==> config.mk <==
export PLATFORM = sky130hd
export DESIGN_NAME = field_rules_bank
export DESIGN_NICKNAME = d
export VERILOG_FILES = /design/src/rtl/field_rules_pkg.sv /design/src/rtl/engine_if.sv /design/src/rtl/field_engine.sv /design/src/rtl/field_rules_bank.sv
export SDC_FILE = /design/constraint.sdc
export NUM_CORES = 1
export LEC_CHECK = 0
export BUFFER_PORTS_ARGS = -buffer_cell sky130_fd_sc_hd__buf_2
export CORE_MARGIN = 8
export CORE_UTILIZATION = 55
export CTS_CLUSTER_DIAMETER = 60
export DETAILED_ROUTE_END_ITERATION = 8
export HOLD_SLACK_MARGIN = 0.06
export PLACE_DENSITY = 0.79
export SLEW_MARGIN = 20
export SYNTH_ARGS = -nofsm -noshare
export SYNTH_HDL_FRONTEND = slang
export SYNTH_SLANG_ARGS = --single-unit
==> constraint.sdc <==
create_clock -name clk_i -period 3.99 [get_ports clk_i]
set_input_delay 0.798 -clock clk_i [delete_from_list [all_inputs] [get_ports clk_i]]
set_output_delay 0.798 -clock clk_i [all_outputs]
set_load 0.02 [all_outputs]
==> src/rtl/field_rules_pkg.sv <==
// Package: register map, field layouts, reset values and engine states
package field_rules_pkg;

    // ************************************************************
    // Bus geometry
    // ************************************************************
    localparam int unsigned APB_ADDR_W = 12;
    localparam int unsigned APB_DATA_W = 32;
    localparam int unsigned APB_STRB_W = APB_DATA_W / 8;

    // ************************************************************
    // Register byte offsets
    // ************************************************************
    localparam logic [APB_ADDR_W-1:0] CAPABILITY_OFS = 12'h000;
    localparam logic [APB_ADDR_W-1:0] CONTROL_OFS    = 12'h004;
    localparam logic [APB_ADDR_W-1:0] STATUS_OFS     = 12'h008;
    localparam logic [APB_ADDR_W-1:0] COMMAND_OFS    = 12'h00C;
    localparam logic [APB_ADDR_W-1:0] EVENT_OFS      = 12'h010;
    localparam logic [APB_ADDR_W-1:0] SCRATCH_OFS    = 12'h014;
    localparam logic [APB_ADDR_W-1:0] IDENT_OFS      = 12'h018;

    // ************************************************************
    // Field positions
    // ************************************************************
    localparam int unsigned CAP_ENGINE_SUPPORT_BIT = 0;
    localparam int unsigned CAP_VALID_SUPPORT_BIT  = 1;
    localparam int unsigned CTL_ENGINE_ENABLE_BIT  = 0;
    localparam int unsigned CTL_VALID_ENABLE_BIT   = 1;
    localparam int unsigned CTL_RUN_LEN_LSB        = 8;
    localparam int unsigned RUN_LEN_W              = 8;
    localparam int unsigned STS_IN_PROGRESS_BIT    = 0;
    localparam int unsigned STS_RESULT_VALID_BIT   = 1;
    localparam int unsigned STS_COUNT_LSB          = 16;
    localparam int unsigned COUNT_W                = 16;
    localparam int unsigned CMD_START_BIT          = 0;
    localparam int unsigned CMD_CLEAR_BIT          = 1;
    localparam int unsigned EVT_DONE_BIT           = 0;

    // Writable bits of the control word when every feature is present
    localparam logic [APB_DATA_W-1:0] CTL_ENGINE_MASK = 32'h0000_FF01;
    localparam logic [APB_DATA_W-1:0] CTL_VALID_MASK  = 32'h0000_0002;
    // Preserve-type reserved span of the control word
    localparam logic [APB_DATA_W-1:0] CTL_PRESERVE_MASK = 32'h00FF_0000;
    // Zero-type reserved span of the event word
    localparam logic [APB_DATA_W-1:0] EVT_ZERO_MASK = 32'h0000_00FE;

    // ************************************************************
    // Values after reset
    // ************************************************************
    localparam logic [APB_DATA_W-1:0] CONTROL_RESET = 32'h0000_0100;
    localparam logic [APB_DATA_W-1:0] SCRATCH_RESET = 32'h0000_0000;
    localparam logic [COUNT_W-1:0]    COUNT_RESET   = 16'h0000;

    // ************************************************************
    // Timing
    // ************************************************************
    localparam int unsigned CLK_KHZ      = 25000;
    localparam int unsigned STEP_TIME_NS = 400;
    // Least time: round up to whole cycles
    localparam int unsigned STEP_CYCLES  =
        (STEP_TIME_NS * CLK_KHZ + 999999) / 1000000;
    localparam int unsigned STEP_CNT_W   = 4;

    // ************************************************************
    // Engine states
    // ************************************************************
    typedef enum logic [2:0] {
        ST_IDLE = 3'b001,
        ST_RUN  = 3'b010,
        ST_DONE = 3'b100
    } engine_state_e;

endpackage : field_rules_pkg

==> src/rtl/engine_if.sv <==
// Interface: control and status between register bank and engine
`timescale 1ns/1ns
`default_nettype none
interface engine_if;
    import field_rules_pkg::*;

    logic                 start;
    logic                 clear;
    logic                 enable;
    logic                 valid_enable;
    logic [RUN_LEN_W-1:0] run_len;
    logic                 busy;
    logic                 done;
    logic                 result_valid;
    logic [COUNT_W-1:0]   count;

    modport regs (
        output start,
        output clear,
        output enable,
        output valid_enable,
        output run_len,
        input  busy,
        input  done,
        input  result_valid,
        input  count
    );

    modport engine (
        input  start,
        input  clear,
        input  enable,
        input  valid_enable,
        input  run_len,
        output busy,
        output done,
        output result_valid,
        output count
    );
endinterface : engine_if
`default_nettype wire

==> src/rtl/field_engine.sv <==
// Timed operation engine whose progress and result the bank reports
`timescale 1ns/1ns
`default_nettype none
module field_engine (
    input  wire logic clk_i,
    input  wire logic rst_i,
    engine_if.engine  ctl
);
    import field_rules_pkg::*;

    localparam logic [STEP_CNT_W-1:0] STEP_LAST = STEP_CNT_W'(STEP_CYCLES - 1);

    engine_state_e        state_reg;
    engine_state_e        state_next;
    logic [STEP_CNT_W-1:0] step_reg;
    logic [RUN_LEN_W-1:0]  len_reg;
    logic                  valid_reg;
    logic [COUNT_W-1:0]    count_reg;

    // ************************************************************
    // State machine
    // ************************************************************
    always_comb begin
        state_next = state_reg;
        unique case (state_reg)
            ST_IDLE: begin
                if (ctl.start) begin
                    state_next = ST_RUN;
                end
            end
            ST_RUN: begin
                if (step_reg == STEP_LAST && len_reg <= 8'h01) begin
                    state_next = ST_DONE;
                end
            end
            ST_DONE: begin
                state_next = ST_IDLE;
            end
        endcase
        // Dropping the enable aborts from any state
        if (!ctl.enable) begin
            state_next = ST_IDLE;
        end
    end

    always_ff @(posedge clk_i) begin
        if (rst_i) begin
            state_reg <= ST_IDLE;
        end else begin
            state_reg <= state_next;
        end
    end

    // ************************************************************
    // Step and length counters
    // ************************************************************
    always_ff @(posedge clk_i) begin
        if (rst_i) begin
            step_reg <= '0;
            len_reg  <= '0;
        end else if (state_reg == ST_IDLE) begin
            step_reg <= '0;
            len_reg  <= ctl.run_len;
        end else if (step_reg == STEP_LAST) begin
            step_reg <= '0;
            len_reg  <= len_reg - 8'h01;
        end else begin
            step_reg <= step_reg + 4'h1;
        end
    end

    // ************************************************************
    // Result tracking; completion wins over a clear
    // ************************************************************
    always_ff @(posedge clk_i) begin
        if (rst_i) begin
            valid_reg <= 1'b0;
        end else if (state_reg == ST_DONE && ctl.valid_enable) begin
            valid_reg <= 1'b1;
        end else if (ctl.clear || ctl.start || !ctl.valid_enable) begin
            valid_reg <= 1'b0;
        end
    end

    always_ff @(posedge clk_i) begin
        if (rst_i) begin
            count_reg <= COUNT_RESET;
        end else if (state_reg == ST_DONE) begin
            count_reg <= ctl.clear ? 16'h0001 : count_reg + 16'h0001;
        end else if (ctl.clear) begin
            count_reg <= COUNT_RESET;
        end
    end

    assign ctl.busy         = (state_reg != ST_IDLE);
    assign ctl.done         = (state_reg == ST_DONE);
    assign ctl.result_valid = valid_reg;
    assign ctl.count        = count_reg;
endmodule // field_engine
`default_nettype wire

==> src/rtl/field_rules_bank.sv <==
// APB register bank that applies reserved, RO, WO and label field rules
//
// Implementation choices: the APB slave port and the placing of the registers.
`timescale 1ns/1ns
`default_nettype none
module field_rules_bank #(
    parameter bit                 ENGINE_PRESENT = 1'b1,
    parameter bit                 VALID_PRESENT  = 1'b1,
    // Arbitrary identification value
    parameter logic [31:0]        IDENT_VALUE    = 32'h0000_0A5A
) (
    input  wire logic                                   clk_i,
    input  wire logic                                   rst_i,
    input  wire logic                                   psel_i,
    input  wire logic                                   penable_i,
    input  wire logic                                   pwrite_i,
    input  wire logic [field_rules_pkg::APB_ADDR_W-1:0] paddr_i,
    input  wire logic [field_rules_pkg::APB_DATA_W-1:0] pwdata_i,
    input  wire logic [field_rules_pkg::APB_STRB_W-1:0] pstrb_i,
    output var  logic [field_rules_pkg::APB_DATA_W-1:0] prdata_o,
    output var  logic                                   pready_o,
    output var  logic                                   pslverr_o
);
    import field_rules_pkg::*;

    // ************************************************************
    // Feature-dependent masks
    // ************************************************************
    // Absent features turn their control bits into plain reserved bits
    localparam logic [APB_DATA_W-1:0] CTL_WMASK =
        (ENGINE_PRESENT ? CTL_ENGINE_MASK : 32'h0000_0000) |
        (VALID_PRESENT  ? CTL_VALID_MASK  : 32'h0000_0000);
    localparam logic [APB_DATA_W-1:0] CTL_RESET_EFF = CONTROL_RESET & CTL_WMASK;

    // ************************************************************
    // Declarations
    // ************************************************************
    engine_if                  eng ();
    logic [APB_DATA_W-1:0]     lane_mask;
    logic [APB_ADDR_W-1:0]     word_addr;
    logic                      hit_cap;
    logic                      hit_ctl;
    logic                      hit_sts;
    logic                      hit_cmd;
    logic                      hit_evt;
    logic                      hit_scr;
    logic                      hit_id;
    logic                      hit_any;
    logic                      access_end;
    logic                      wr_end;
    logic                      answer_now;
    logic [APB_DATA_W-1:0]     rdata_next;
    logic [APB_DATA_W-1:0]     control_reg;
    logic [APB_DATA_W-1:0]     scratch_reg;
    logic                      done_event_reg;
    logic                      start_reg;
    logic                      clear_reg;
    logic [APB_DATA_W-1:0]     prdata_reg;
    logic                      pready_reg;
    logic                      pslverr_reg;
    logic [APB_DATA_W-1:0]     cap_word;
    logic [APB_DATA_W-1:0]     sts_word;

    // ************************************************************
    // Byte lanes
    // ************************************************************
    // Lane b carries bits 8b+7..8b: least significant byte on lane 0
    for (genvar b = 0; b < APB_STRB_W; b++) begin : g_lane
        assign lane_mask[b*8 +: 8] = {8{pstrb_i[b]}};
    end

    // ************************************************************
    // Address decode
    // ************************************************************
    // Low two address bits are ignored; every register is one word
    assign word_addr  = {paddr_i[APB_ADDR_W-1:2], 2'b00};
    assign hit_cap    = (word_addr == CAPABILITY_OFS);
    assign hit_ctl    = (word_addr == CONTROL_OFS);
    assign hit_sts    = (word_addr == STATUS_OFS);
    assign hit_cmd    = (word_addr == COMMAND_OFS);
    assign hit_evt    = (word_addr == EVENT_OFS);
    assign hit_scr    = (word_addr == SCRATCH_OFS);
    assign hit_id     = (word_addr == IDENT_OFS);
    assign hit_any    = hit_cap | hit_ctl | hit_sts | hit_cmd |
                        hit_evt | hit_scr | hit_id;

    // The answer is raised one cycle into the access phase, the transfer
    // ends on the edge that sees it; one wait state keeps outputs registered
    assign answer_now = psel_i & penable_i & ~pready_reg;
    assign access_end = psel_i & penable_i & pready_reg;
    assign wr_end     = access_end & pwrite_i;

    // ************************************************************
    // Control register
    // ************************************************************
    // Only implemented bits are stored, so reserved and preserve-type
    // positions can never hold a value that leaks back on a read
    always_ff @(posedge clk_i) begin
        if (rst_i) begin
            control_reg <= CTL_RESET_EFF;
        end else if (wr_end && hit_ctl) begin
            control_reg <= (control_reg & ~(CTL_WMASK & lane_mask)) |
                           (pwdata_i & CTL_WMASK & lane_mask);
        end
    end

    // ************************************************************
    // Scratch register
    // ************************************************************
    always_ff @(posedge clk_i) begin
        if (rst_i) begin
            scratch_reg <= SCRATCH_RESET;
        end else if (wr_end && hit_scr) begin
            scratch_reg <= (scratch_reg & ~lane_mask) |
                           (pwdata_i & lane_mask);
        end
    end

    // ************************************************************
    // Command strobes
    // ************************************************************
    // Upper command bits are a reserved field and are ignored on receipt
    always_ff @(posedge clk_i) begin
        if (rst_i) begin
            start_reg <= 1'b0;
            clear_reg <= 1'b0;
        end else begin
            start_reg <= wr_end & hit_cmd & pstrb_i[0] &
                         pwdata_i[CMD_START_BIT] &
                         control_reg[CTL_ENGINE_ENABLE_BIT];
            clear_reg <= wr_end & hit_cmd & pstrb_i[0] &
                         pwdata_i[CMD_CLEAR_BIT];
        end
    end

    // ************************************************************
    // Completion event, write one to clear
    // ************************************************************
    // A completion that lands with the clearing write keeps the bit set
    always_ff @(posedge clk_i) begin
        if (rst_i) begin
            done_event_reg <= 1'b0;
        end else if (eng.done) begin
            done_event_reg <= 1'b1;
        end else if (wr_end && hit_evt && pstrb_i[0] &&
                     pwdata_i[EVT_DONE_BIT]) begin
            done_event_reg <= 1'b0;
        end
    end

    // ************************************************************
    // Engine hookup
    // ************************************************************
    assign eng.start        = start_reg;
    assign eng.clear        = clear_reg;
    assign eng.enable       = control_reg[CTL_ENGINE_ENABLE_BIT];
    assign eng.valid_enable = control_reg[CTL_VALID_ENABLE_BIT];
    assign eng.run_len      = control_reg[CTL_RUN_LEN_LSB +: RUN_LEN_W];

    field_engine u_engine (
        .clk_i (clk_i),
        .rst_i (rst_i),
        .ctl   (eng.engine)
    );

    // ************************************************************
    // Read words
    // ************************************************************
    always_comb begin
        cap_word = '0;
        cap_word[CAP_ENGINE_SUPPORT_BIT] = ENGINE_PRESENT;
        cap_word[CAP_VALID_SUPPORT_BIT]  = VALID_PRESENT;
    end

    always_comb begin
        sts_word = '0;
        sts_word[STS_IN_PROGRESS_BIT] = eng.busy;
        // Valid is forced to zero when its feature is absent
        sts_word[STS_RESULT_VALID_BIT] = VALID_PRESENT &
                                         eng.result_valid;
        sts_word[STS_COUNT_LSB +: COUNT_W] =
            ENGINE_PRESENT ? eng.count : 16'h0000;
    end

    always_comb begin
        rdata_next = '0;
        unique case (1'b1)
            hit_cap: rdata_next = cap_word;
            hit_ctl: rdata_next = control_reg & CTL_WMASK &
                                  ~CTL_PRESERVE_MASK;
            hit_sts: rdata_next = sts_word;
            hit_cmd: rdata_next = '0;
            hit_evt: rdata_next = {31'h0000_0000, done_event_reg} &
                                  ~EVT_ZERO_MASK;
            hit_scr: rdata_next = scratch_reg;
            hit_id:  rdata_next = IDENT_VALUE;
            default: rdata_next = '0;
        endcase
    end

    // ************************************************************
    // Answer registers
    // ************************************************************
    always_ff @(posedge clk_i) begin
        if (rst_i) begin
            pready_reg <= 1'b0;
        end else begin
            pready_reg <= answer_now;
        end
    end

    // Read data is zero outside a read answer, so idle cycles drive no stale
    // value and every reserved bit goes out as zero
    always_ff @(posedge clk_i) begin
        if (rst_i) begin
            prdata_reg <= '0;
        end else if (answer_now && !pwrite_i) begin
            prdata_reg <= rdata_next;
        end else begin
            prdata_reg <= '0;
        end
    end

    // Only unmapped words signal an error; writes to read-only words and
    // reads of the write-only word finish cleanly
    always_ff @(posedge clk_i) begin
        if (rst_i) begin
            pslverr_reg <= 1'b0;
        end else begin
            pslverr_reg <= answer_now & ~hit_any;
        end
    end

    assign prdata_o  = prdata_reg;
    assign pready_o  = pready_reg;
    assign pslverr_o = pslverr_reg;
endmodule // field_rules_bank
`default_nettype wire

==> results of run 1 <==
[worst reg2reg max path, stage by stage, from the launching register on]
cell and delay (ns):
dfxtp_1 0.35, nand4bb_1 0.22, nor2_1 0.37, nand3_1 0.63
a2111oi_0 0.47
[worst paths after layout]
path                                           start                    to  slack, ns
worst min register to register  u_engine.step_reg[0]  u_engine.step_reg[0]       0.49
worst max-delay path                      paddr_i[7]             flip-flop       1.34
worst max register to register              pready_o           prdata_o[1]       1.83
worst min-delay path            u_engine.step_reg[0]  u_engine.step_reg[0]       0.49
[cells in the final DEF (no fill, tap or decap), types with 2 or more instances in the layout]
| master | count |
|---|---|
| mux2i_1 | 50 |
| and3b_1 | 2 |
| buf_2 | 84 |
| inv_8 | 2 |
| a21oi_1 | 14 |
| nor3_1 | 10 |
| o21ai_0 | 5 |
| nor4bb_1 | 2 |
| nand4_1 | 10 |
| xor2_1 | 12 |
| o211ai_1 | 2 |
| nand4bb_1 | 2 |
| nor2b_1 | 4 |
| or2_2 | 2 |
| a22oi_1 | 13 |
| nor4_4 | 4 |
| nor3b_1 | 2 |
| a32oi_1 | 4 |
| clkbuf_8 | 9 |
| inv_6 | 3 |
| and4_1 | 7 |
| and3_1 | 4 |
| dfxtp_1 | 111 |
| nand4b_1 | 6 |
| a211oi_1 | 7 |
| nor4_1 | 4 |
| mux2_2 | 2 |
| nand3_1 | 9 |
| inv_1 | 9 |
| nand2_1 | 17 |
| or3_1 | 7 |
| nor2_1 | 96 |
| ha_1 | 5 |
| xnor2_1 | 6 |
[cell type report]
class                   count  area [sq um]
repair buffers             85           428
clock buffers               9           124
fillers                   695          2930
well taps                 105           131
inverters                   9          33.8
flip-flops and latches    111          2220
multi-input cells         322          2150
clock inverters             7          73.8
[metal layers]
layer | wire (um) | up-vias | GRT usage, %
li1 | - | 1796 | -
met4 | 155 | 0 | 7.54
met3 | 720 | 12 | 4.36
met2 | 4960 | 101 | 31.4
met5 | 0 | - | 0
met1 | 4640 | 1718 | 22.7
[cell families (layout without fill, tap and decap cells)]
family / Yosys count / after routing / share of synthesized area (%)
AND/OR/NAND/NOR: 194 / 194 / 23.3
flip-flops: 111 / 111 / 49.3
AO/OA/AOI/OAI: 53 / 53 / 8.00
multiplexers: 52 / 52 / 11.6
buffers and inverters: 32 / 110 / 2.89
XOR/XNOR: 18 / 18 / 3.50
adder cells (fa/ha/maj): 5 / 5 / 1.39
[through the flow]
stage	hold WS, ns	power (mW)	cell area, sq um
2_1_floorplan	0.434	1.17	4500
3_5_place_dp	0.474	1.21	4970
6_report	0.488	1.85	5160
4_1_cts	0.490	1.86	5160
3_3_place_gp	0.447	1.21	4970
5_1_grt	0.507	1.91	5160
[where the power goes]
group | switching (mW) | total [mW] | leakage (nW) | internal [mW]
sequential | 0.00127 | 1.11 | 0.894 | 1.11
combinational | 0.0471 | 0.0771 | 1.05 | 0.0300
clock | 0.418 | 0.667 | 0.101 | 0.249
total | 0.466 | 1.85 | 2.05 | 1.39
==> flow_metrics.py, run 1 <==
metrics = {
    "status": {
        "outcome": "finished, final reports clean",
    },
    "cells_and_area": {
        "nets": 596,
        "utilization_pct": 63.8,
        "stdcell_count": 648,
        "n_antenna_cell": 0,
        "syn_to_final_growth_pct": 14.7,
        "drive_above_1_share_pct": 20.8,
    },
    "setup_path": {
        "slowest_stage": "nor4_1",
        "cp.arrival_ns": 2.92,
        "cp_max_fo": 9,
        "crit_family": "simple AND/OR/NAND/NOR gates",
        "r2r_cells": 4,
        "cp_slowest_stage_delay_ns": 0.79,
        "critPathBufInv": 1,
        "crit_type": "in2reg",
        "crit_chain": "buf_2 -> nor4_1 -> nand4_1 -> a211o_1",
        "critPathCaptureType": "flip-flop",
        "path_depth": 4,
        "cp-start-kind": "input pin",
        "cp.required_ns": 4.27,
    },
    "sta": {
        "slew_violations": 0,
        "period_share_pct": 66.4,
        "skew_ns": 0.0114,
        "finalHoldViolations": 0,
        "worst_pin_slew_ns": 0.912,
        "period_minus_slack_ns": 2.65,
        "rsz0062_at_grt": "false",
        "max_freq_ghz": 0.378,
        "slew_headroom_pct": 38.7,
        "setup_ws_ns": 1.34,
        "tns_ns": 0,
        "setup_viol": 0,
    },
    "global_routing": {
        "grt_pass1_wl_mm": 17.4,
        "antenna_found_initial": 0,
        "grt_max_degree": 60,
        "grt_pass1_vias": 3614,
        "track_usage_pct": 18.7,
        "grt.overflow.total": 0,
    },
    "synthesis": {
        "ys_async_sr_fraction_pct": 0,
        "yosys.area.top_type": "dfxtp_1",
        "synth-main-ff-cell": "dfxtp_1",
        "ys_seq_elements": 111,
        "yosysMostFrequentCell": "dfxtp_1",
        "synth_top_area_share_pct": 49.3,
        "synth_edf_count": 0,
        "avgSynthCellArea_sq_um": 9.68,
        "synth_commonest_cells": "dfxtp_1, nor2_1, mux2i_1",
        "synth_cell_type_count": 48,
        "yosysWarnings": 0,
        "synth.area.top_cells": "dfxtp_1, mux2i_1, nor2_1, xor2_1, a22oi_1",
        "yosysSeqAreaShare_pct": 49.3,
        "synth_cells": 465,
        "synth_nets": 523,
        "syn_area_sq_um": 4500,
    },
    "clock_network": {
        "path_clk_slew_ns": 0.11,
        "cts_resized": 0,
        "numCtsBuffers": 9,
        "cts_root_buf": "clkbuf_8",
        "clockBufferDepth": 2,
        "htree_levels": 3,
        "clk_latency_ns": 0.38,
        "clkSinkCount": 111,
        "post_cts_buffers": 0,
        "cts_tree": "yes",
        "cts_hold_buf": 0,
    },
    "floorplan": {
        "io_pins": 87,
        "num_rows": 33,
        "die_height_um": 106,
        "die_area_sq_um": 11300,
        "die_w_um": 106,
        "core_area_sq_um": 8090,
        "start_util_pct": 55.6,
    },
    "route": {
        "drc": 0,
        "drt-pass1-iter-count": 4,
        "wl_mm": 10.5,
        "vias_per_cell": 5.60,
        "drt_iter0_drc": 215,
        "vias": 3627,
        "ant_nets": 0,
        "routedWlPerCell_um": 16.2,
    },
    "pwr": {
        "p_leak_nw": 2.05,
        "powerDensity_nw_per_um2": 359,
        "peakVddDrop_mv": 0.199,
    },
    "placed_design": {
        "portBuffers": 84,
        "place_hpwl_mm": 7.49,
        "placed_cells": 632,
        "pre_cts_ws_ns": 1.04,
        "gp_congestion": 0.792,
    },
    "flow_run": {
        "maxCapViolations": 0,
    },
    "min_path": {
        "hp-class": "reg2reg",
        "min_path_cells": 1,
    },
}
Note: power is estimated with default switching activity, not from simulation.
==> run 2, diff against run 1 <==
Settings changed: CORE_UTILIZATION 55 to 49, PLACE_DENSITY 0.79 to 0.75.
Clock period 3.99 ns to 2.3 ns, I/O delays scaled along.
==> run 2 against run 1 <==
Routed wire length grew 2.4%. Register-to-register slack lost 1.5 ns. Sequential power grew 74%. Non-clock buffer count grew 15. Core utilization shrank 5.2 points. Combinational power grew 84%. Clock skew grew 0.0022 ns. Die area grew 10%. Flip-flop and latch count is the same. Critical path type unchanged. Largest power group unchanged.
==> flow_metrics.py, run 2 (synthesized netlist as in run 1, its figures left out) <==
metrics = {
    "placed_design": {
        "place_area_sq_um": 5110,
        "gp_congestion": 0.810,
        "portBuffers": 84,
        "place_hpwl_mm": 7.73,
    },
    "pwr": {
        "powerDensity_nw_per_um2": 614,
        "comb_power_share_pct": 4.3,
        "p_switching_mw": 0.741,
        "peakVddDrop_mv": 0.340,
        "switching_share_pct": 22.7,
        "p_clk_share_pct": 36.7,
        "power_mw": 3.27,
        "seq_power_share_pct": 58.9,
        "p_leak_nw": 2.13,
        "p_int_mw": 2.53,
    },
    "sta": {
        "rsz0062_at_grt": "false",
        "setup_viol": 0,
        "slew_headroom_pct": 52.9,
        "max_freq_ghz": 0.484,
        "finalHoldWorstSlack_ns": 0.323,
        "slew_violations": 0,
        "worst_pin_slew_ns": 0.689,
        "finalHoldViolations": 0,
        "period_minus_slack_ns": 2.07,
        "period_share_pct": 89.9,
        "skew_ns": 0.0136,
    },
    "setup_path": {
        "critPathBufInv": 2,
        "crit_family": "simple AND/OR/NAND/NOR gates",
        "cp.required_ns": 2.61,
        "cp-start-kind": "input pin",
        "crit_chain": "buf_2 -> or4_4 -> nor2_1 -> nand3_1 -> a2111oi_0 -> buf_4",
        "critPathCaptureType": "flip-flop",
        "crit_type": "in2reg",
        "cp_max_fo": 5,
        "cp_slowest_stage_delay_ns": 0.63,
        "cp.arrival_ns": 2.38,
        "slowest_stage": "or4_4",
        "r2r_slack_ns": 0.30,
    },
    "cells_and_area": {
        "nets": 611,
        "final_cell_mix": "dfxtp_1, nor2_1, buf_2",
        "drive_above_1_share_pct": 22.8,
        "syn_to_final_growth_pct": 18.1,
        "utilization_pct": 58.6,
        "multi_input_area_sq_um": 2150,
        "final_common_cell": "dfxtp_1",
        "nFillCells": 796,
        "fin_area_sq_um": 5320,
        "n_antenna_cell": 0,
        "seqCellArea_sq_um": 2220,
    },
    "clock_network": {
        "cts_resized": 0,
        "post_cts_buffers": 0,
        "htree_levels": 3,
        "cts_tree": "yes",
        "clkSinkCount": 111,
        "clockBufferDepth": 2,
        "numCtsBuffers": 9,
        "clk_latency_ns": 0.37,
        "cts_hold_buf": 0,
        "cts_root_buf": "clkbuf_8",
        "path_clk_slew_ns": 0.11,
    },
    "min_path": {
        "hp-class": "in2reg",
    },
    "route": {
        "drc": 0,
        "drt_iter0_drc": 228,
        "wl_mm": 10.7,
        "drt-pass1-iter-count": 5,
        "routedWlPerCell_um": 16.0,
        "ant_nets": 0,
        "vias_per_cell": 5.56,
        "vias": 3722,
    },
    "global_routing": {
        "grt.overflow.total": 0,
        "track_usage_pct": 17.2,
        "grt_max_degree": 60,
        "grt_pass1_vias": 3606,
        "antenna_found_initial": 1,
        "grt_pass1_wl_mm": 17.6,
    },
    "floorplan": {
        "start_util_pct": 49.7,
        "die_area_sq_um": 12500,
        "num_rows": 35,
        "io_pins": 87,
        "die_height_um": 112,
        "die_w_um": 112,
        "core_area_sq_um": 9060,
    },
    "status": {
        "outcome": "finished, final reports clean",
    },
    "flow_run": {
        "maxCapViolations": 0,
    },
}
## run 2: final cells by class
| type | count | share of cell area, % |
|---|---|---|
| clock buffers | 11 | 2.66 |
| repair buffers | 100 | 10.6 |
| flip-flops and latches | 111 | 41.8 |
| well taps | 111 | 2.61 |
| inverters | 9 | 0.635 |
| multi-input cells | 322 | 40.5 |
| clock inverters | 5 | 1.20 |
## run 2: tightest hold or removal path: stages
cell and delay [ns]:
buf_2 0.08, mux2i_1 0.06, nor2_1 0.07
## run 2: stage by stage
stage                     worst slack (ns)  setup TNS [ns]  instances
after CTS                            0.271               0        669
final                                0.232               0        669
after floorplan                      0.214               0        465
after detailed placement            -0.101          -0.101        653
after global routing                 0.243               0        669
after global placement              -0.110          -0.110        653
## run 2: routing by layer
layer / track usage [%] / vias to the layer above / wire [um]
met5: 0 / - / 12
met4: 4.92 / 2 / 91
met3: 4.82 / 10 / 707
met2: 28.5 / 105 / 5060
met1: 21.2 / 1779 / 4860
li1: - / 1826 / -
## run 2: power groups by stage
stage	Combinational [mW]	Clock [mW]	Sequential, mW
after floorplan	0.0647	0	1.97
after global placement	0.137	0	1.97
after detailed placement	0.140	0	1.97
after CTS	0.141	1.22	1.93
after global routing	0.155	1.30	1.93
final	0.142	1.20	1.93
## run 2: path summary, 6_finish.rpt
path / start / to / cells after the start
worst max-delay path: paddr_i[7] / prdata_o[1] / 6
worst min-delay path: pwdata_i[24] / flip-flop / 3
worst max register to register: pready_o / prdata_o[1] / 5
worst min register to register: u_engine.step_reg[0] / u_engine.step_reg[0] / 1
==> run 3, diff against run 2 <==
Settings changed: CORE_UTILIZATION 49 to 30, CTS_BUF_LIST from default to sky130_fd_sc_hd__clkbuf_4 sky130_fd_sc_hd__clkbuf_8, PLACE_DENSITY 0.75 to default.
==> run 3 against run 2 <==
Fmax up 12%. Clock skew down 0.0027 ns. Worst hold slack worse by 0.013 ns. Clock power down 8%. Largest power group unchanged.
==> flow_metrics.py, run 3 (synthesized netlist as in run 1, its figures left out) <==
metrics = {
    "min_path": {
        "min_path_cells": 3,
        "hp-class": "in2reg",
        "worstHoldStart": "pwdata_i[4]",
    },
    "setup_path": {
        "crit_type": "in2reg",
        "slowest_stage": "or4_4",
        "r2r_cells": 5,
        "r2r-start": "pready_o",
        "cp-start-kind": "input pin",
        "cp_slowest_stage_delay_ns": 0.62,
        "crit_family": "simple AND/OR/NAND/NOR gates",
        "r2r_slack_ns": 0.49,
        "critPathCaptureType": "flip-flop",
        "crit_chain": "buf_2 -> or4_4 -> nor2_1 -> nand3_1 -> a2111oi_0 -> buf_4",
        "critPathBufInv": 2,
        "cp.arrival_ns": 2.19,
        "r2r-end": "prdata_o[1]",
        "cp_max_fo": 5,
        "cp.required_ns": 2.64,
    },
    "clock_network": {
        "cts_root_buf": "clkbuf_8",
        "cts_tree": "yes",
        "clockBufferDepth": 2,
        "clkSinkCount": 111,
        "htree_levels": 3,
        "numCtsBuffers": 9,
        "cts_resized": 0,
        "path_clk_slew_ns": 0.10,
        "cts_hold_buf": 0,
        "clk_latency_ns": 0.38,
        "post_cts_buffers": 0,
    },
    "placed_design": {
        "place_area_sq_um": 5220,
        "gp_congestion": 0.762,
        "portBuffers": 84,
        "place_hpwl_mm": 8.66,
    },
    "pwr": {
        "seq_power_share_pct": 60.8,
        "p_int_mw": 2.41,
        "power_mw": 3.17,
        "p_clk_share_pct": 34.7,
        "p_switching_mw": 0.758,
        "comb_power_share_pct": 4.5,
        "p_leak_nw": 2.13,
        "powerDensity_nw_per_um2": 587,
        "switching_share_pct": 24.0,
        "peakVddDrop_mv": 0.283,
    },
    "global_routing": {
        "antenna_found_initial": 2,
        "met1_usage_pct": 14.6,
        "use_met3_pct": 3.49,
        "top_usage_layer": "met2",
        "grt_use_met2_pct": 19.0,
        "grt_pass1_wl_mm": 18.9,
        "grt_pass1_vias": 3684,
        "grt.overflow.total": 0,
        "grt_max_degree": 60,
        "track_usage_pct": 12.0,
    },
    "floorplan": {
        "core_area_sq_um": 14600,
        "die_height_um": 139,
        "die_area_sq_um": 19200,
        "die_w_um": 139,
        "num_rows": 44,
        "io_pins": 87,
        "start_util_pct": 30.9,
    },
    "cells_and_area": {
        "final_common_cell": "dfxtp_1",
        "nFillCells": 1462,
        "drive_above_1_share_pct": 22.9,
        "syn_to_final_growth_pct": 19.8,
        "n_antenna_cell": 0,
        "final_cell_mix": "dfxtp_1, nor2_1, buf_2",
        "fin_area_sq_um": 5400,
        "nets": 611,
    },
    "route": {
        "vias": 3673,
        "drt-pass1-iter-count": 4,
        "routedWlPerCell_um": 15.7,
        "drc": 0,
        "ant_nets": 0,
        "drt_iter0_drc": 167,
        "wl_mm": 11.7,
        "vias_per_cell": 4.95,
    },
    "sta": {
        "rsz0062_at_grt": "false",
        "slew_headroom_pct": 57.9,
        "period_minus_slack_ns": 1.85,
        "period_share_pct": 80.6,
        "finalHoldViolations": 0,
        "skew_ns": 0.0109,
        "max_freq_ghz": 0.539,
        "worst_pin_slew_ns": 0.632,
        "setup_viol": 0,
        "slew_violations": 0,
    },
    "status": {
        "outcome": "finished, final reports clean",
    },
    "flow_run": {
        "maxCapViolations": 0,
    },
}
## run 3: cell count changes in the layout (fill, tap and decap cells not counted)
cell / before / now
buf_12: 2 / 3
buf_4: 14 / 13
bufinv_16: 1 / 0
clkbuf_1: 1 / 0
clkinv_2: 0 / 2
## run 3: worst max path at each step
stage / start / to / slack, ns / cells after the start
3_3_place_gp: paddr_i[7] / prdata_o[1] / 0.005 / 6
6_report: paddr_i[7] / prdata_o[1] / 0.45 / 6
3_5_place_dp: paddr_i[7] / prdata_o[1] / -0.004 / 6
2_1_floorplan: paddr_i[7] / flip-flop / 0.21 / 5
5_1_grt: pready_o / prdata_o[1] / 0.16 / 5
4_1_cts: paddr_i[5] / prdata_o[1] / 0.41 / 6
## run 3: layout make-up
type                            instances  area, sq um  share of cell area (%)
Sequential cell                       111         2220                    41.2
Multi-Input combinational cell        322         2150                    39.9
Timing Repair Buffer                  100          578                    10.7
Tap cell                              184          230                    4.27
Clock buffer                           10          138                    2.55
Clock inverter                          6         43.8                   0.811
Inverter                                9         33.8                   0.626
## run 3: worst reg2reg max path: cells and delay by family, from the launching register on
kind | cells | cell delay, ns
simple gates | 3 | 0.84
compound gates | 1 | 0.41
flops | 1 | 0.34
buf+inv | 1 | 0.19
## run 3: layer usage
layer	routed length, um	up-vias
li1	-	1828
met1	5430	1730
met3	687	21
met2	5300	92
met5	13	-
met4	223	2
## run 3: power by group through the flow
stage                     clock (mW)  sequential (mW)  combinational [mW]
after floorplan                    0             1.97              0.0647
after global placement             0             1.97               0.138
after detailed placement           0             1.97               0.141
after CTS                       1.15             1.93               0.142
after global routing            1.22             1.93               0.155
final                           1.10             1.92               0.142
## run 3: metrics by stage
step	setup TNS, ns	setup WS, ns	hold slack, ns	std cells	util [%]
final	0	0.446	0.310	742	37.0
after global routing	0	0.164	0.304	742	37.0
after CTS	0	0.411	0.287	742	37.0
after detailed placement	-0.00355	-0.00355	0.472	726	35.7
after global placement	0	0.00505	0.444	726	35.7
after floorplan	0	0.214	0.434	465	-
